===== config.mk =====
export PLATFORM = sky130hd
export DESIGN_NAME = asr_rx
export DESIGN_NICKNAME = d
export VERILOG_FILES = /design/src/pkg/asr_pkg.sv /design/src/pkg/asr_link_if.sv /design/src/core/asr_baud.sv /design/src/core/asr_fifo.sv /design/src/core/asr_rx.sv
export VERILOG_INCLUDE_DIRS = /design/src /design/src/pkg
export SDC_FILE = /design/constraint.sdc
export NUM_CORES = 1
export LEC_CHECK = 0
export ABC_AREA = 1
export BUFFER_PORTS_ARGS = -buffer_cell sky130_fd_sc_hd__buf_4
export CAP_MARGIN = 20
export CELL_PAD_IN_SITES_DETAIL_PLACEMENT = 0
export CELL_PAD_IN_SITES_GLOBAL_PLACEMENT = 2
export CORE_AREA = 2 2 155 157
export CTS_CLUSTER_DIAMETER = 50
export CTS_CLUSTER_SIZE = 10
export DETAILED_ROUTE_END_ITERATION = 10
export DIE_AREA = 0 0 157 159
export PLACE_DENSITY = 0.84
export SLEW_MARGIN = 20
export SYNTH_ARGS = -nofsm -noshare
export SYNTH_HDL_FRONTEND = slang
export SYNTH_HIERARCHICAL = 1
export SYNTH_SLANG_ARGS = --single-unit

===== constraint.sdc =====
create_clock -name aclk -period 2.32 [get_ports aclk]
set_input_delay 0.116 -clock aclk [delete_from_list [all_inputs] [get_ports aclk]]
set_output_delay 0.116 -clock aclk [all_outputs]
set_load 0.02 [all_outputs]

===== src/pkg/asr_regs.svh =====
// register map, field positions and timing counts of the serial receiver
`ifndef ASR_REGS_SVH
`define ASR_REGS_SVH

`define ASR_CTRL_OFF 8'h00
`define ASR_BAUD_OFF 8'h04
`define ASR_STAT_OFF 8'h08
`define ASR_DATA_OFF 8'h0c

`define ASR_CTRL_REN 0
`define ASR_CTRL_SYNC 1
`define ASR_CTRL_PORT_EN 2
`define ASR_CTRL_NINE 3
`define ASR_CTRL_POL 4
`define ASR_CTRL_RST 5'h00
`define ASR_BAUD_RST 16'h001a

`define ASR_TICK_HALF 4'h7
`define ASR_TICK_MID2 4'h8
`define ASR_TICK_VOTE 4'h9
`define ASR_TICK_LAST 4'hf
`define ASR_BITS_8 4'h8
`define ASR_BITS_9 4'h9
`define ASR_FIFO_DEPTH 2'h2

`define ASR_RESP_OK 2'h0
`define ASR_RESP_ERR 2'h2

`endif


===== src/pkg/asr_pkg.sv =====
// types shared by the serial receiver modules
`default_nettype none
package asr_pkg;
    typedef enum logic [1:0] {
        st_idle = 2'h0,
        st_start = 2'h1,
        st_data = 2'h3,
        st_stop = 2'h2
    } asr_state_t;
    // bit 9 framing error, bits 8:0 character
    typedef logic [9:0] asr_char_t;
endpackage : asr_pkg
`default_nettype wire


===== src/pkg/asr_link_if.sv =====
// link between receiver core, baud divider and receive fifo
`timescale 1ns/1ns
`default_nettype none
interface asr_link_if;
    import asr_pkg::*;
    logic tick;
    logic baud_run;
    logic [15:0] baud_div;
    logic push;
    asr_char_t push_data;
    logic pop;
    asr_char_t head;
    logic [1:0] count;
    modport core(input tick, head, count, output baud_run, baud_div, push, push_data, pop);
    modport baud(input baud_run, baud_div, output tick);
    modport fifo(input push, push_data, pop, output head, count);
endinterface : asr_link_if
`default_nettype wire


===== src/core/asr_baud.sv =====
// oversampling tick divider
`timescale 1ns/1ns
`default_nettype none
`include "asr_regs.svh"
module asr_baud (
    input wire logic aclk,
    input wire logic aresetn,
    asr_link_if.baud lk
);
    import asr_pkg::*;

    logic [15:0] cnt;

    // one tick every baud_div+1 clocks; sixteen ticks per bit
    always_ff @(posedge aclk) begin
        if (!aresetn || !lk.baud_run) begin
            cnt <= 16'h0000;
            lk.tick <= 1'b0;
        end else if (cnt >= lk.baud_div) begin
            cnt <= 16'h0000;
            lk.tick <= 1'b1;
        end else begin
            cnt <= cnt + 16'h0001;
            lk.tick <= 1'b0;
        end
    end
endmodule : asr_baud
`default_nettype wire


===== src/core/asr_fifo.sv =====
// two-character receive fifo
`timescale 1ns/1ns
`default_nettype none
`include "asr_regs.svh"
module asr_fifo (
    input wire logic aclk,
    input wire logic aresetn,
    asr_link_if.fifo lk
);
    import asr_pkg::*;

    asr_char_t mem [2];
    logic wr_ptr;
    logic rd_ptr;
    logic do_push;
    logic do_pop;

    assign do_push = lk.push && (lk.count != `ASR_FIFO_DEPTH || lk.pop);
    assign do_pop = lk.pop && lk.count != 2'h0;
    assign lk.head = mem[rd_ptr];

    always_ff @(posedge aclk) begin
        if (do_push) begin
            mem[wr_ptr] <= lk.push_data;
        end
    end

    always_ff @(posedge aclk) begin
        if (!aresetn) begin
            wr_ptr <= 1'b0;
            rd_ptr <= 1'b0;
            lk.count <= 2'h0;
        end else begin
            if (do_push) begin
                wr_ptr <= !wr_ptr;
            end
            if (do_pop) begin
                rd_ptr <= !rd_ptr;
            end
            lk.count <= lk.count + {1'b0, do_push} - {1'b0, do_pop};
        end
    end
endmodule : asr_fifo
`default_nettype wire


===== src/core/asr_rx.sv =====
// asynchronous serial receiver with axi4-lite register slave
//
// How it works
// - receiver runs only with receive enable 1, sync select 0, port enable 1.
// - line sampled at sixteen ticks per bit; shift register moves once per bit.
// - idle receiver starts a character only on a falling edge.
// - half a bit after the edge the start bit must still read zero.
// - a start bit high at its centre is dropped silently; search resumes.
// - each later bit centre is one bit apart, voted by majority, shifted in.
// - eight or nine data bits selectable, exactly that many collected.
// - one more bit time after data, stop bit sampled, expected one.
// - stop bit zero marks framing error for that character, else cleared.
// - finished character moves at once into a two-entry fifo.
// - two characters held while a third shifts in.
// - every fifo push sets the receive interrupt flag.
// - data register read returns the oldest character and removes it.
// - shift register and fifo storage reachable only through the data register, and the oldest entry's framing bit through status.
// - after overrun no character is accepted until overrun is cleared.
// - polarity bit zero: high line idle, high level is one.
// - polarity bit one inverts data: low idle, low is one.
// - polarity inversion applies only in asynchronous mode.
//
// Register access over AXI4-Lite and the register addresses were left to the implementer.
`timescale 1ns/1ns
`default_nettype none
`include "asr_regs.svh"
module asr_rx (
    input wire logic aclk,
    input wire logic aresetn,
    input wire logic [7:0] s_axi_awaddr,
    input wire logic s_axi_awvalid,
    output logic s_axi_awready,
    input wire logic [31:0] s_axi_wdata,
    input wire logic [3:0] s_axi_wstrb,
    input wire logic s_axi_wvalid,
    output logic s_axi_wready,
    output logic [1:0] s_axi_bresp,
    output logic s_axi_bvalid,
    input wire logic s_axi_bready,
    input wire logic [7:0] s_axi_araddr,
    input wire logic s_axi_arvalid,
    output logic s_axi_arready,
    output logic [31:0] s_axi_rdata,
    output logic [1:0] s_axi_rresp,
    output logic s_axi_rvalid,
    input wire logic s_axi_rready,
    input wire logic serial_receive_pin,
    output logic receive_interrupt_flag
);
    import asr_pkg::*;

    ////////////////////////////////////////////////////////////////////////
    // declarations
    asr_link_if lk ();

    logic [4:0] ctrl;
    logic [15:0] baud_div;
    logic ovr;
    logic aw_held;
    logic w_held;
    logic [7:0] aw_addr;
    logic [31:0] w_data;
    logic [3:0] w_strb;
    logic do_wr;
    logic ar_take;
    logic rx_en;
    logic line;
    logic line_q;
    asr_state_t state;
    logic [3:0] tick_cnt;
    logic [3:0] bit_cnt;
    logic [8:0] receive_shift_register;
    logic [1:0] votes;
    logic vote_now;
    logic stop_bit;
    logic fifo_full;

    ////////////////////////////////////////////////////////////////////////
    // helpers
    function automatic logic maj3(input logic a, input logic b, input logic c);
        maj3 = (a & b) | (a & c) | (b & c);
    endfunction : maj3

    function automatic logic reg_hit(input logic [7:0] a);
        reg_hit = a == `ASR_CTRL_OFF || a == `ASR_BAUD_OFF || a == `ASR_STAT_OFF || a == `ASR_DATA_OFF;
    endfunction : reg_hit

    function automatic logic [31:0] rd_word(input logic [7:0] a);
        if (a == `ASR_CTRL_OFF) begin
            rd_word = {27'h0, ctrl};
        end else if (a == `ASR_BAUD_OFF) begin
            rd_word = {16'h0, baud_div};
        end else if (a == `ASR_STAT_OFF) begin
            rd_word = {26'h0, state != st_idle, lk.count, lk.head[9] && lk.count != 2'h0, ovr,
                receive_interrupt_flag};
        end else if (a == `ASR_DATA_OFF && lk.count != 2'h0) begin
            rd_word = {22'h0, lk.head};
        end else begin
            rd_word = 32'h0;
        end
    endfunction : rd_word

    ////////////////////////////////////////////////////////////////////////
    // submodules
    asr_baud u_baud (
        .aclk(aclk),
        .aresetn(aresetn),
        .lk(lk.baud)
    );

    asr_fifo u_fifo (
        .aclk(aclk),
        .aresetn(aresetn),
        .lk(lk.fifo)
    );

    assign lk.baud_div = baud_div;
    assign lk.baud_run = rx_en;

    ////////////////////////////////////////////////////////////////////////
    // axi4-lite write channel
    assign do_wr = aw_held && w_held && !s_axi_bvalid;

    always_ff @(posedge aclk) begin
        if (!aresetn) begin
            aw_held <= 1'b0;
            s_axi_awready <= 1'b0;
            aw_addr <= 8'h00;
        end else if (s_axi_awvalid && s_axi_awready) begin
            aw_held <= 1'b1;
            s_axi_awready <= 1'b0;
            aw_addr <= s_axi_awaddr;
        end else begin
            if (do_wr) begin
                aw_held <= 1'b0;
            end
            s_axi_awready <= !aw_held && !s_axi_bvalid;
        end
    end

    always_ff @(posedge aclk) begin
        if (!aresetn) begin
            w_held <= 1'b0;
            s_axi_wready <= 1'b0;
            w_data <= 32'h0;
            w_strb <= 4'h0;
        end else if (s_axi_wvalid && s_axi_wready) begin
            w_held <= 1'b1;
            s_axi_wready <= 1'b0;
            w_data <= s_axi_wdata;
            w_strb <= s_axi_wstrb;
        end else begin
            if (do_wr) begin
                w_held <= 1'b0;
            end
            s_axi_wready <= !w_held && !s_axi_bvalid;
        end
    end

    always_ff @(posedge aclk) begin
        if (!aresetn) begin
            s_axi_bvalid <= 1'b0;
            s_axi_bresp <= `ASR_RESP_OK;
        end else if (do_wr) begin
            s_axi_bvalid <= 1'b1;
            s_axi_bresp <= reg_hit(aw_addr) ? `ASR_RESP_OK : `ASR_RESP_ERR;
        end else if (s_axi_bready) begin
            s_axi_bvalid <= 1'b0;
        end
    end

    // control and divider; status and data are read only
    always_ff @(posedge aclk) begin
        if (!aresetn) begin
            ctrl <= `ASR_CTRL_RST;
            baud_div <= `ASR_BAUD_RST;
        end else if (do_wr && aw_addr == `ASR_CTRL_OFF) begin
            if (w_strb[0]) begin
                ctrl <= w_data[4:0];
            end
        end else if (do_wr && aw_addr == `ASR_BAUD_OFF) begin
            if (w_strb[0]) begin
                baud_div[7:0] <= w_data[7:0];
            end
            if (w_strb[1]) begin
                baud_div[15:8] <= w_data[15:8];
            end
        end
    end

    ////////////////////////////////////////////////////////////////////////
    // axi4-lite read channel
    assign ar_take = s_axi_arvalid && s_axi_arready;
    assign lk.pop = ar_take && s_axi_araddr == `ASR_DATA_OFF && lk.count != 2'h0;

    always_ff @(posedge aclk) begin
        if (!aresetn) begin
            s_axi_arready <= 1'b0;
            s_axi_rvalid <= 1'b0;
            s_axi_rdata <= 32'h0;
            s_axi_rresp <= `ASR_RESP_OK;
        end else if (ar_take) begin
            s_axi_arready <= 1'b0;
            s_axi_rvalid <= 1'b1;
            s_axi_rdata <= rd_word(s_axi_araddr);
            s_axi_rresp <= reg_hit(s_axi_araddr) ? `ASR_RESP_OK : `ASR_RESP_ERR;
        end else begin
            if (s_axi_rready) begin
                s_axi_rvalid <= 1'b0;
            end
            s_axi_arready <= !s_axi_rvalid;
        end
    end

    ////////////////////////////////////////////////////////////////////////
    // line conditioning
    assign rx_en = ctrl[`ASR_CTRL_REN] && !ctrl[`ASR_CTRL_SYNC] && ctrl[`ASR_CTRL_PORT_EN];
    // inversion only when asynchronous
    assign line = serial_receive_pin ^ (ctrl[`ASR_CTRL_POL] && !ctrl[`ASR_CTRL_SYNC]);

    always_ff @(posedge aclk) begin
        if (!aresetn) begin
            line_q <= 1'b1;
        end else begin
            line_q <= line;
        end
    end

    ////////////////////////////////////////////////////////////////////////
    // character receiver
    assign vote_now = lk.tick && tick_cnt == `ASR_TICK_VOTE;
    assign stop_bit = maj3(votes[0], votes[1], line);
    assign fifo_full = lk.count == `ASR_FIFO_DEPTH && !lk.pop;

    always_ff @(posedge aclk) begin
        if (!aresetn) begin
            state <= st_idle;
            tick_cnt <= 4'h0;
            bit_cnt <= 4'h0;
            receive_shift_register <= 9'h000;
            votes <= 2'h0;
        end else if (!rx_en) begin
            state <= st_idle;
        end else begin
            case (state)
                st_idle: begin
                    if (!ovr && line_q && !line) begin
                        state <= st_start;
                        tick_cnt <= 4'h0;
                    end
                end
                st_start: begin
                    if (lk.tick) begin
                        tick_cnt <= tick_cnt + 4'h1;
                        if (tick_cnt == `ASR_TICK_HALF && line) begin
                            state <= st_idle;
                        end else if (tick_cnt == `ASR_TICK_LAST) begin
                            state <= st_data;
                            bit_cnt <= 4'h0;
                        end
                    end
                end
                st_data: begin
                    if (lk.tick) begin
                        tick_cnt <= tick_cnt + 4'h1;
                        if (tick_cnt == `ASR_TICK_HALF) begin
                            votes[0] <= line;
                        end
                        if (tick_cnt == `ASR_TICK_MID2) begin
                            votes[1] <= line;
                        end
                        if (vote_now) begin
                            receive_shift_register <= {maj3(votes[0], votes[1], line),
                                receive_shift_register[8:1]};
                            bit_cnt <= bit_cnt + 4'h1;
                        end
                        if (tick_cnt == `ASR_TICK_LAST &&
                            bit_cnt == (ctrl[`ASR_CTRL_NINE] ? `ASR_BITS_9 : `ASR_BITS_8)) begin
                            state <= st_stop;
                        end
                    end
                end
                st_stop: begin
                    if (lk.tick) begin
                        tick_cnt <= tick_cnt + 4'h1;
                        if (tick_cnt == `ASR_TICK_HALF) begin
                            votes[0] <= line;
                        end
                        if (tick_cnt == `ASR_TICK_MID2) begin
                            votes[1] <= line;
                        end
                        if (vote_now) begin
                            state <= st_idle;
                        end
                    end
                end
                default: begin
                    state <= st_idle;
                end
            endcase
        end
    end

    ////////////////////////////////////////////////////////////////////////
    // fifo push, overrun and flag
    always_ff @(posedge aclk) begin
        if (!aresetn) begin
            lk.push <= 1'b0;
            lk.push_data <= 10'h000;
        end else begin
            lk.push <= rx_en && state == st_stop && vote_now && !fifo_full;
            lk.push_data <= {!stop_bit,
                ctrl[`ASR_CTRL_NINE] ? receive_shift_register : {1'b0, receive_shift_register[8:1]}};
        end
    end

    always_ff @(posedge aclk) begin
        if (!aresetn) begin
            ovr <= 1'b0;
        end else if (rx_en && state == st_stop && vote_now && fifo_full) begin
            ovr <= 1'b1;
        end else if (!ctrl[`ASR_CTRL_REN]) begin
            ovr <= 1'b0;
        end
    end

    // set wins over the clear by the last read
    always_ff @(posedge aclk) begin
        if (!aresetn) begin
            receive_interrupt_flag <= 1'b0;
        end else if (lk.push) begin
            receive_interrupt_flag <= 1'b1;
        end else if (lk.pop && lk.count == 2'h1) begin
            receive_interrupt_flag <= 1'b0;
        end
    end
endmodule : asr_rx
`default_nettype wire


# Yosys cells after proc, flatten, opt, wreduce, memory -nomap -nowiden
# Memory sizes are Yosys's and may differ from the RTL's. A register that Yosys moved wholly into a read port is not among the register bits.
# Index checks and enable logic that the tools add are counted.
[word_totals]
reg_bits = 146
ram_bits = 20
input_bits = 60
out_inout_bits = 42
elab_cells = 198
mem_count = 1
[classes]
add_sub_neg = 5
magnitude_cmp = 1
n_eq_ne = 29
n_mux = 42
bitwise_logic = 8
n_reduce_logical = 79
[mem_list]
columns = ["memory", "words", "word_bits", "read_ports", "rd_ports_with_merged_regs", "wr", "line", "text"]
rows = [
  ["u_fifo.mem", 2, 10, 1, 1, 1, "asr_fifo.sv:12", "asr_char_t mem [2];"],
]
[ops]
columns = ["cell", "n"]
rows = [
  ["8-bit by 4-bit == test with 1-bit output, second input constant", 4],
  ["16-bit 2-to-1 mux", 2],
  ["1-bit logical AND", 29],
  ["4-bit 2-to-1 mux", 7],
  ["10-bit 2-to-1 mux", 2],
  ["2-bit 2-to-1 mux", 10],
  ["1-bit 2-to-1 mux", 17],
  ["16-bit by 1-bit adder with 16-bit output, second input constant", 1],
  ["8-bit by 3-bit == test with 1-bit output, second input constant", 2],
  ["16-bit greater-or-equal comparator", 1],
  ["8-bit logical NOT", 2],
  ["4-bit one-hot mux with 2 select lines", 2],
  ["2-bit nonzero test", 8],
  ["1-bit logical NOT", 14],
  ["2-bit inequality test, second input constant", 7],
  ["7-bit AND reduction", 2],
  ["4-bit == test, second input constant", 3],
  ["4-bit AND reduction", 3],
  ["2-bit by 1-bit inequality test with 1-bit output, second input constant", 5],
  ["2-bit OR reduction", 5],
  ["3-bit AND reduction", 3],
  ["4-bit by 1-bit adder with 4-bit output, second input constant", 2],
  ["1-bit logical OR", 8],
  ["8-bit 2-to-1 mux", 1],
  ["15 further kinds", 24],
]

# Logic depth before layout (Yosys ltp)
# Gate-level depths: netlist of the first run.
[depth]
word_depth = 7
mapped_depth = 16

# Modules after synthesis
# The synthesis of the first run kept the hierarchy.
[modules_own_cells]
columns = ["mod", "n_inst", "cells_each", "area_each_um2", "seq_area_each_um2"]
rows = [
  ["asr_rx", 1, 635, 4657.0, 2142.1],
  ["asr_baud", 1, 161, 1174.9, 340.3],
  ["asr_fifo", 1, 67, 1021.0, 700.7],
]

# Worst setup path after synthesis of the first run
# Ideal clock, no wire load.
[synth_timing]
path_type = "register -> register"
startpoint = "register u_fifo.lk.count[1]"
endpoint = "register u_fifo.lk.count[1]"
arrival_time_ns = 1.845
slack_ns = 0.360
path_stages_with_launch = 15
period_less_slack_ns = 1.960
cell_sequence = "dfxtp_1 nor2_1 inv_1 nand2_1 nor2_1 inv_2 nand3_2 nand2_1 ha_1 inv_1 ha_1 inv_1 nand2_1 a21oi_1 nor2_1"
[synth_between]
elab_chain_len = 6
word_cells_on_any_way = 8
classes_between = "add/sub: 2; eq/ne: 1; reduce/logical: 5"
[synth_rtl]
columns = ["item", "line", "text"]
rows = [
  ["start: declaration", "asr_link_if.sv:16", "modport fifo(input push, push_data, pop, output head, count);"],
  ["start signal: assignment", "asr_fifo.sv:40", "lk.count <= lk.count + {1'b0, do_push} - {1'b0, do_pop};"],
  ["2-bit nonzero test *", "asr_rx.sv:194", "assign lk.pop = ar_take && s_axi_araddr == `ASR_DATA_OFF && lk.count != 2'h0;"],
  ["1-bit logical AND *", "asr_rx.sv:194", ""],
  ["net lk.pop", "asr_link_if.sv:11", "logic pop;"],
  ["1-bit logical OR", "asr_fifo.sv:18", "assign do_push = lk.push && (lk.count != `ASR_FIFO_DEPTH || lk.pop);"],
  ["1-bit logical AND", "asr_fifo.sv:18", ""],
  ["2-bit by 1-bit adder with 2-bit output", "asr_fifo.sv:40", ""],
  ["2-bit by 1-bit subtractor with 2-bit output *", "asr_fifo.sv:40", ""],
]
# Mark *: on every way through the listed nets, which the timed path passes. The rest lies on a longest branch.
# A chain may end at the register's enable or synchronous reset.

# Final worst setup path of the first run
# Ends and elaborated chain as after synthesis.

==> results.cfg, run 1 <==
[grt]
grt_pass1_wl_microns = 27000
grt-ovfl-total = 0
grt_pass1_vias = 5224
antenna_found_initial = 0
track_usage_pct = 13.8
grt_max_degree = 36

[logic_synthesis]
synthTopCellsByArea = dfxtp_1, edfxtp_1, nor2_1
synth.distinct_cells = 42
synth-edff-count = 20
ys_seq_elements = 149
syn_avg_cell_area_sq_um = 7.94
synthesis.area_sq_um = 6850
ys.flop_type = dfxtp_1
ys_seq_area_share_pct = 46.4
syn_inst = 863
synth_area_leader_cell = dfxtp_1
yosysWarnings = 6
synth_top_area_share_pct = 37.7
synthArstFlopShare_pct = 0

[floorplanning]
io_pins = 102
core_region_area_sq_um = 23200
rows = 56
die_area_sq_um = 25000
die_w_microns = 157
start_util_pct = 29.5
die_y_microns = 159

[worst_hold_path]
hold_depth = 3
hold_path_class = in -> reg
min_from = aresetn
hold_end = u_fifo/lk.count[0]

[clocking]
clkTransAtPathRegs_ps = 60
htree_levels = 4
cts_hold_buf = 26
cts_root_buf = clkbuf_16
numCtsBuffers = 17
numClockSinks = 149
postCtsSetupRepairBufs = 0
clock_latency_ps = 420
cts_tree = built
cts.repair.resized = 0
clockBufferDepth = 2

[critical_path]
slowest_delay_ps = 490
crit_chain = nor2_1 > inv_1 > nand2_1 > nor2_1 > inv_2 > nand3_2 > nand2_1 > ha_1 > inv_1 > ha_1 > inv_1 > nand2_1 > a21oi_1 > nor2_1
worstPathRequired_ps = 2630
cp-end-kind = flop
crit_slowest_cell = dfxtp_1
path_class = reg -> reg
rr_startpoint = u_fifo/lk.count[1]
rr_worst_depth = 14
cp-start-kind = flop
reg2reg_to = u_fifo/lk.count[1]
cp.arrival_ps = 2320
reg2reg_slack_ps = 310
critPathMaxFanout = 7

[place]
hpwl_microns = 12400
portBuffers = 65
placed_cell_area_sq_um = 7650
place_congestion = 0.768

[outcome]
status = finished clean

[final_layout]
multi_input_area_sq_um = 3100
final_area_sq_um = 8540
diodes = 0
seq_area_sq_um = 3180
drive_gt1_share_pct = 16.1
area_growth_pct = 24.7
num-fill-cells = 2448
nets = 1045
final_core_util_pct = 36.8

[pwr]
p_per_area_nw_per_um2 = 702
peakVddDrop_uv = 420
p_leak_uw = 0.00360
finalPower_uw = 5990

[routing]
via_per_inst = 4.31
first_pass_iters = 4
drtIter0Drc = 319
wire_per_inst_microns = 13.1
ant_nets = 0
vias = 5578
routed_wl_microns = 16900
drc_errors = 0

[timing]
fmax_mhz = 498
rsz0062_at_grt = false
finalSetupViolations = 0
slew_viol_final = 0
hold_violations = 0
fin_crit_sh_pct = 86.6
max-slew-margin-rel_pct = 54.1
final.min_clock_period_ps = 2010
tightest_slew_ps = 687
fin_setup_tns_ps = 0
fin_skew_ps = 12.2

[flow_run]
maxCapViolCount = 0
[synth_stat cells (10+ instances only)]
cell type and instances:
nor2_1 140, nand2_1 139, dfxtp_1 129, inv_1 92
o21ai_0 67, a21oi_1 57, nand3_1 57, ha_1 23
buf_4 20, edfxtp_1 20, clkbuf_1 12, xor2_1 12
mux2_4 10
[sequential cells by signal, summed over array words and instances, names as in the netlist, 4 cells and up, named ones only]
register and count:
u_baud/cnt 16, ctrl 5, baud_div 16, s_axi_rdata 16
u_fifo/mem 20, receive_shift_register 9, aw_addr 8, bit_cnt 4
tick_cnt 4, lk.push_data 10, w_data 16
[critical path: cells and delay by family (launching register included)]
kind                       cells  cell delay, ps
DFF                            1             490
buffers and inverters          4             240
and+or+nand+nor                7             590
AOI/OAI and AO/OA              1             140
adders and majority gates      2             460
[how the worst max path moves through the flow]
stage,end,depth (start not counted),from
5_1_grt,u_fifo/lk.count[1],14,u_fifo/lk.count[1]
2_1_floorplan,u_fifo/lk.count[1],14,u_fifo/lk.count[1]
3_3_place_gp,u_fifo/lk.count[1],16,s_axi_araddr[1]
6_report,u_fifo/lk.count[1],14,u_fifo/lk.count[1]
4_1_cts,u_fifo/lk.count[1],14,u_fifo/lk.count[1]
3_5_place_dp,u_fifo/lk.count[1],16,s_axi_araddr[1]
[kinds of logic after synthesis]
group | after synthesis | share of synthesized area [%]
adders and majority gates | 23 | 4.20
buffers and inverters | 141 | 9.18
other | 1 | 0.0547
DFF | 149 | 46.4
muxes | 10 | 2.19
xor gates and xnor gates | 16 | 2.04
and+or+nand+nor | 383 | 24.8
AOI/OAI and AO/OA | 140 | 11.0
[power by group]
group / switching (uW) / internal [uW] / total [uW] / leakage (uW)
Combinational: 206 / 145 / 351 / 0.00207
Clock: 1090 / 1860 / 2950 / 0.000302
Sequential: 31.4 / 2660 / 2690 / 0.00123
Total: 1330 / 4670 / 5990 / 0.00360
[metal layers]
metal  global-route usage (%)  wire, microns  vias up
li1                         -              -     2964
met1                     19.1           8540     2505
met2                     21.4           7550       91
met3                     2.86            591       18
met4                     4.88            228        0
met5                        0              0        -
[final cells by class]
type	instances	share of cell area, %
clock buffer	20	5.36
sequential	149	37.3
multi-input combinational	590	36.3
tap	319	4.67
timing repair buffer	104	9.90
clock inverter	12	2.05
inverter	100	4.42
[per-stage QoR]
stage,hold slack (ps),worst slack (ps),instances
2_1_floorplan,209,360,880
3_3_place_gp,305,169,1236
3_5_place_dp,310,155,1236
4_1_cts,15.8,310,1294
5_1_grt,24.2,59.1,1294
6_report,30.4,311,1294
[cells in the final DEF, fill, tap and decap left out, types with 3 or more instances in the layout]
cell type,count
o21ai_0,67
nand3_1,57
nand2_1,139
nand3_2,6
nor2_1,140
clkinvlp_4,3
nand4_1,7
dlygate4sd3_1,26
ha_1,23
xor2_1,12
o21ai_2,3
buf_4,78
o211ai_2,3
inv_1,92
nor3_1,9
clkinv_2,3
nor3_4,3
xnor2_1,4
o21ai_1,4
edfxtp_1,20
bufinv_16,4
nor4_1,3
dfxtp_1,129
nand2_2,6
clkbuf_16,18
a21oi_1,57
mux2_4,10
conb_1,18
nor2_2,4
inv_2,6
Power figures use the tool's default switching activity.
==> run 2: changes to the inputs <==
--- a/config.mk
+++ b/config.mk
@@ -6,17 +6,17 @@
 export SDC_FILE = /design/constraint.sdc
 export NUM_CORES = 1
 export LEC_CHECK = 0
-export ABC_AREA = 1
+export ABC_AREA = 0
 export BUFFER_PORTS_ARGS = -buffer_cell sky130_fd_sc_hd__buf_4
 export CAP_MARGIN = 20
 export CELL_PAD_IN_SITES_DETAIL_PLACEMENT = 0
 export CELL_PAD_IN_SITES_GLOBAL_PLACEMENT = 2
-export CORE_AREA = 2 2 155 157
+export CORE_AREA = 2 2 154 156
 export CTS_CLUSTER_DIAMETER = 50
 export CTS_CLUSTER_SIZE = 10
 export DETAILED_ROUTE_END_ITERATION = 10
-export DIE_AREA = 0 0 157 159
-export PLACE_DENSITY = 0.84
+export DIE_AREA = 0 0 156 158
+export PLACE_DENSITY = 0.79
 export SLEW_MARGIN = 20
 export SYNTH_ARGS = -nofsm -noshare
 export SYNTH_HDL_FRONTEND = slang
==> results.cfg, run 2 <==
[clocking]
numCtsBuffers = 17
postCtsSetupRepairBufs = 0
clock_latency_ps = 420
cts_root_buf = clkbuf_16
clkTransAtPathRegs_ps = 70
clockBufferDepth = 2
cts.repair.resized = 0
htree_levels = 4
numClockSinks = 149
cts_tree = built

[logic_synthesis]
syn_avg_cell_area_sq_um = 10.0
synthArstFlopShare_pct = 0
syn_inst = 677
synthesis.area_sq_um = 6780
yosysWarnings = 6
synth_area_leader_cell = dfxtp_1
synth.distinct_cells = 69
synthTopCellsByArea = dfxtp_1, edfxtp_1, mux2i_1
ys.flop_type = dfxtp_1
synth-edff-count = 20
synth_top_area_share_pct = 38.1
ys_seq_area_share_pct = 47.0
ys_top_cells_by_count = dfxtp_1, nand2_1, mux2i_1
post-synth-top-count-cell = dfxtp_1
ys_seq_elements = 149

[routing]
drtIter0Drc = 242
drc_errors = 0
first_pass_iters = 4
via_per_inst = 4.49
wire_per_inst_microns = 14.4
ant_nets = 0
vias = 4865
routed_wl_microns = 15600

[timing]
holdWs_ps = 46.2
fin_setup_tns_ps = 0
hold_violations = 0
finalSetupViolations = 0
slew_viol_final = 0
max-slew-margin-rel_pct = 54.1
fin_skew_ps = 10.4
fmax_mhz = 466
fin_crit_sh_pct = 92.5
tightest_slew_ps = 688
rsz0062_at_grt = false
final.min_clock_period_ps = 2150

[final_layout]
regMostFlops = u_fifo/mem
nets = 863
drive_gt1_share_pct = 19.3
num-fill-cells = 2349
layout_common_cells = dfxtp_1, nand2_1, buf_4
layout_commonest_cell = dfxtp_1
largest_reg_flops = 20
diodes = 0
area_growth_pct = 24.2
final_area_sq_um = 8420

[grt]
met3_usage_pct = 2.87
track_usage_pct = 13.3
grt-ovfl-total = 0
grt_max_degree = 67
grt.busiest_layer = met2
met2_usage_pct = 20.0
grt_pass1_wl_microns = 25200
use_met1_pct = 18.9
grt_pass1_vias = 4617
antenna_found_initial = 0

[critical_path]
path_class = reg -> reg
critPathMaxFanout = 4
cp-end-kind = flop
worstPathRequired_ps = 2640
cp-start-kind = flop
cp.arrival_ps = 2460

[pwr]
finalPower_uw = 5540
p_leak_uw = 0.00343
peakVddDrop_uv = 513
p_per_area_nw_per_um2 = 659

[floorplanning]
start_util_pct = 29.4
core_region_area_sq_um = 23100
die_w_microns = 156
io_pins = 102
rows = 56
die_y_microns = 158
die_area_sq_um = 24600

[flow_run]
maxCapViolCount = 0

[place]
portBuffers = 65
hpwl_microns = 11300
placed_cell_area_sq_um = 7580
place_congestion = 0.782

[worst_hold_path]
hold_path_class = in -> reg

[outcome]
status = finished clean
-- run 2: cell count changes in the layout (fill, tap and decap cells not counted), moves of 28 or more --
| cell | delta |
|---|---|
| a21boi_0 | +28 |
| a21oi_1 | -35 |
| inv_1 | -63 |
| mux2i_1 | +42 |
| nand2_1 | -56 |
| nand3_1 | -39 |
| nor2_1 | -123 |
| nor2b_1 | +41 |
| o21ai_0 | -50 |
-- run 2: worst paths after layout --
kind                                          from                 end  slack, ps  depth (start not counted)
worst min-delay path            serial_receive_pin              line_q         50                          3
worst max-delay path                 s_axi_arready  u_fifo/lk.count[1]        170                         10
worst min register to register     lk.push_data[8]    u_fifo/mem[1][8]        420                          0
worst max register to register       s_axi_arready  u_fifo/lk.count[1]        170                         10
-- run 2: layout make-up --
cell class | count | area (sq um) | area share [%]
Clock buffer | 20 | 467 | 5.54
Clock inverter | 12 | 90.1 | 1.07
Inverter | 30 | 113 | 1.34
Multi-Input combinational cell | 471 | 3290 | 39.0
Sequential cell | 149 | 3180 | 37.8
Tap cell | 290 | 363 | 4.31
Timing Repair Buffer | 111 | 916 | 10.9
-- run 2: kinds of logic after synthesis --
logic type / after synthesis / synth area share [%]
flip-flops: 149 / 47.0
multiplexers: 54 / 8.36
other: 1 / 0.0553
adder cells (fa/ha/maj): 23 / 4.25
AND/OR/NAND/NOR: 249 / 21.0
AO/OA/AOI/OAI: 107 / 11.3
XOR/XNOR: 20 / 2.58
buffers and inverters: 74 / 5.50
-- run 2: critical path: stages, from the launching register on --
cell	delay, ps
dfxtp_1	370
and4bb_2	310
and3_1	190
and2_1	190
o31ai_4	70
ha_1	280
inv_1	40
ha_1	190
xnor2_1	140
xnor2_1	120
and2_1	140
-- run 2: layer usage --
layer / up-vias / part of all wire (%)
li1: 2524 / -
met1: 2243 / 52
met2: 84 / 43
met3: 14 / 3.3
met4: 0 / 1.4
met5: - / 0
-- run 2: what timing repair did --
action,in CTS,in global routing
endpoints found under the hold margin,28,0
hold buffers,28,0
endpoints found under the setup margin,0,0
-- run 2: report_power, final --
part           total [uW]  internal (uW)  switching [uW]
Sequential           2660           2640            23.2
Combinational         293            140             153
Clock                2590           1460            1120
-- run 2: metrics by stage --
step                instances  worst slack (ps)  util (%)
floorplan                 694               141         -
global placement         1023               218      32.9
detailed placement       1023               176      32.9
CTS                      1083               160      36.5
global route             1083              44.9      36.5
finish                   1083               173      36.5
==> run 3: changes to the inputs <==
==> constraint.sdc (replaced) <==
create_clock -name aclk -period 2.4 [get_ports aclk]
set_input_delay 0.12 -clock aclk [delete_from_list [all_inputs] [get_ports aclk]]
set_output_delay 0.12 -clock aclk [all_outputs]
set_load 0.02 [all_outputs]
==> results.cfg, run 3 (synthesis results as in run 2) <==
[clocking]
cts_hold_buf = 28
cts_tree = built
clockBufferDepth = 2
cts.repair.resized = 0
cts_root_buf = clkbuf_16
numCtsBuffers = 17
clock_latency_ps = 420
clkTransAtPathRegs_ps = 60
numClockSinks = 149
htree_levels = 4
postCtsSetupRepairBufs = 0

[pwr]
clock_power_share_pct = 49.1
p_seq_share_pct = 45.9
power_frac_comb_pct = 5.0
peakVddDrop_uv = 344
sw_frac_of_total_pct = 21.4
p_leak_uw = 0.00343
switchingPower_uw = 1200
p_int_uw = 4420
p_per_area_nw_per_um2 = 665

[grt]
grt-ovfl-total = 0
grt_max_degree = 52
track_usage_pct = 13.2
grt_pass1_wl_microns = 25200
grt_pass1_vias = 4718
antenna_found_initial = 0

[routing]
routed_wl_microns = 15500
drc_errors = 0
via_per_inst = 4.51
ant_nets = 0
first_pass_iters = 4
drtIter0Drc = 219
wire_per_inst_microns = 14.3
vias = 4870

[flow_run]
maxCapViolCount = 0

[final_layout]
area_growth_pct = 24.5
layout_common_cells = dfxtp_1, nand2_1, buf_4
nets = 861
regMostFlops = u_fifo/mem
largest_reg_flops = 20
final_core_util_pct = 36.6
drive_gt1_share_pct = 18.3
layout_commonest_cell = dfxtp_1
diodes = 0

[timing]
rsz0062_at_grt = false
final.min_clock_period_ps = 2140
fin_setup_tns_ps = 0
fin_crit_sh_pct = 89.3
max-slew-margin-rel_pct = 52.6
finalSetupViolations = 0
holdWs_ps = 42.5
fin_skew_ps = 9.94
tightest_slew_ps = 711
slew_viol_final = 0
hold_violations = 0
fmax_mhz = 466

[critical_path]
path_class = reg -> reg
cp.arrival_ps = 2460
critPathMaxFanout = 4
worstPathRequired_ps = 2710
cp-end-kind = flop
cp-start-kind = flop

[outcome]
status = finished clean

[floorplanning]
die_area_sq_um = 24600
rows = 56
io_pins = 102
die_w_microns = 156
start_util_pct = 29.4
core_region_area_sq_um = 23100
die_y_microns = 158

[worst_hold_path]
hold_path_class = in -> reg

[place]
hpwl_microns = 11200
place_congestion = 0.734
portBuffers = 65
[run 3: worst paths after layout]
| check | startpoint | to | slack, ps | cells after the start |
|---|---|---|---|---|
| setup / recovery | s_axi_arready | u_fifo/lk.count[1] | 260 | 10 |
| hold / removal | serial_receive_pin | line_q | 40 | 3 |
| setup reg to reg | s_axi_arready | u_fifo/lk.count[1] | 260 | 10 |
| hold reg to reg | lk.push_data[6] | u_fifo/mem[0][6] | 430 | 0 |
[run 3: metal layers]
| layer | GRT usage [%] | share of wire [%] |
|---|---|---|
| met1 | 18.0 | 52 |
| met2 | 20.2 | 44 |
| met3 | 3.23 | 3.1 |
| met4 | 5.20 | 1.6 |
| met5 | 0 | 0 |
[run 3: power by group through the flow]
stage / clock, uW / sequential, uW / combinational (uW)
5_1_grt: 2940 / 2580 / 312
6_report: 2760 / 2580 / 282
3_3_place_gp: 0 / 2630 / 247
4_1_cts: 2820 / 2580 / 284
3_5_place_dp: 0 / 2630 / 248
2_1_floorplan: 0 / 2630 / 160
[run 3: stage by stage]
stage / area (sq um) / power (uW) / setup WS [ps] / cells
floorplan: 6840 / 2790 / 221 / 694
global placement: 7550 / 2880 / 242 / 1021
detailed placement: 7550 / 2880 / 170 / 1021
CTS: 8440 / 5680 / 232 / 1081
global route: 8440 / 5830 / 119 / 1081
finish: 8440 / 5620 / 256 / 1081
[run 3: critical path, cell delays in order, from the launching register on]
cell	delay [ps]
dfxtp_1	370
and4bb_2	320
and3_1	180
and2_1	200
o31ai_4	70
ha_1	280
inv_1	40
ha_1	180
xnor2_1	130
xnor2_1	120
and2_1	150
[run 3: cell type report]
type                       instances  area [sq um]
fill                            2286         14600
multi-input combinational        471          3290
sequential                       149          3180
timing repair buffer             109           888
clock buffer                      25           487
tap                              290           363
clock inverter                     7           120
inverter                          30           113
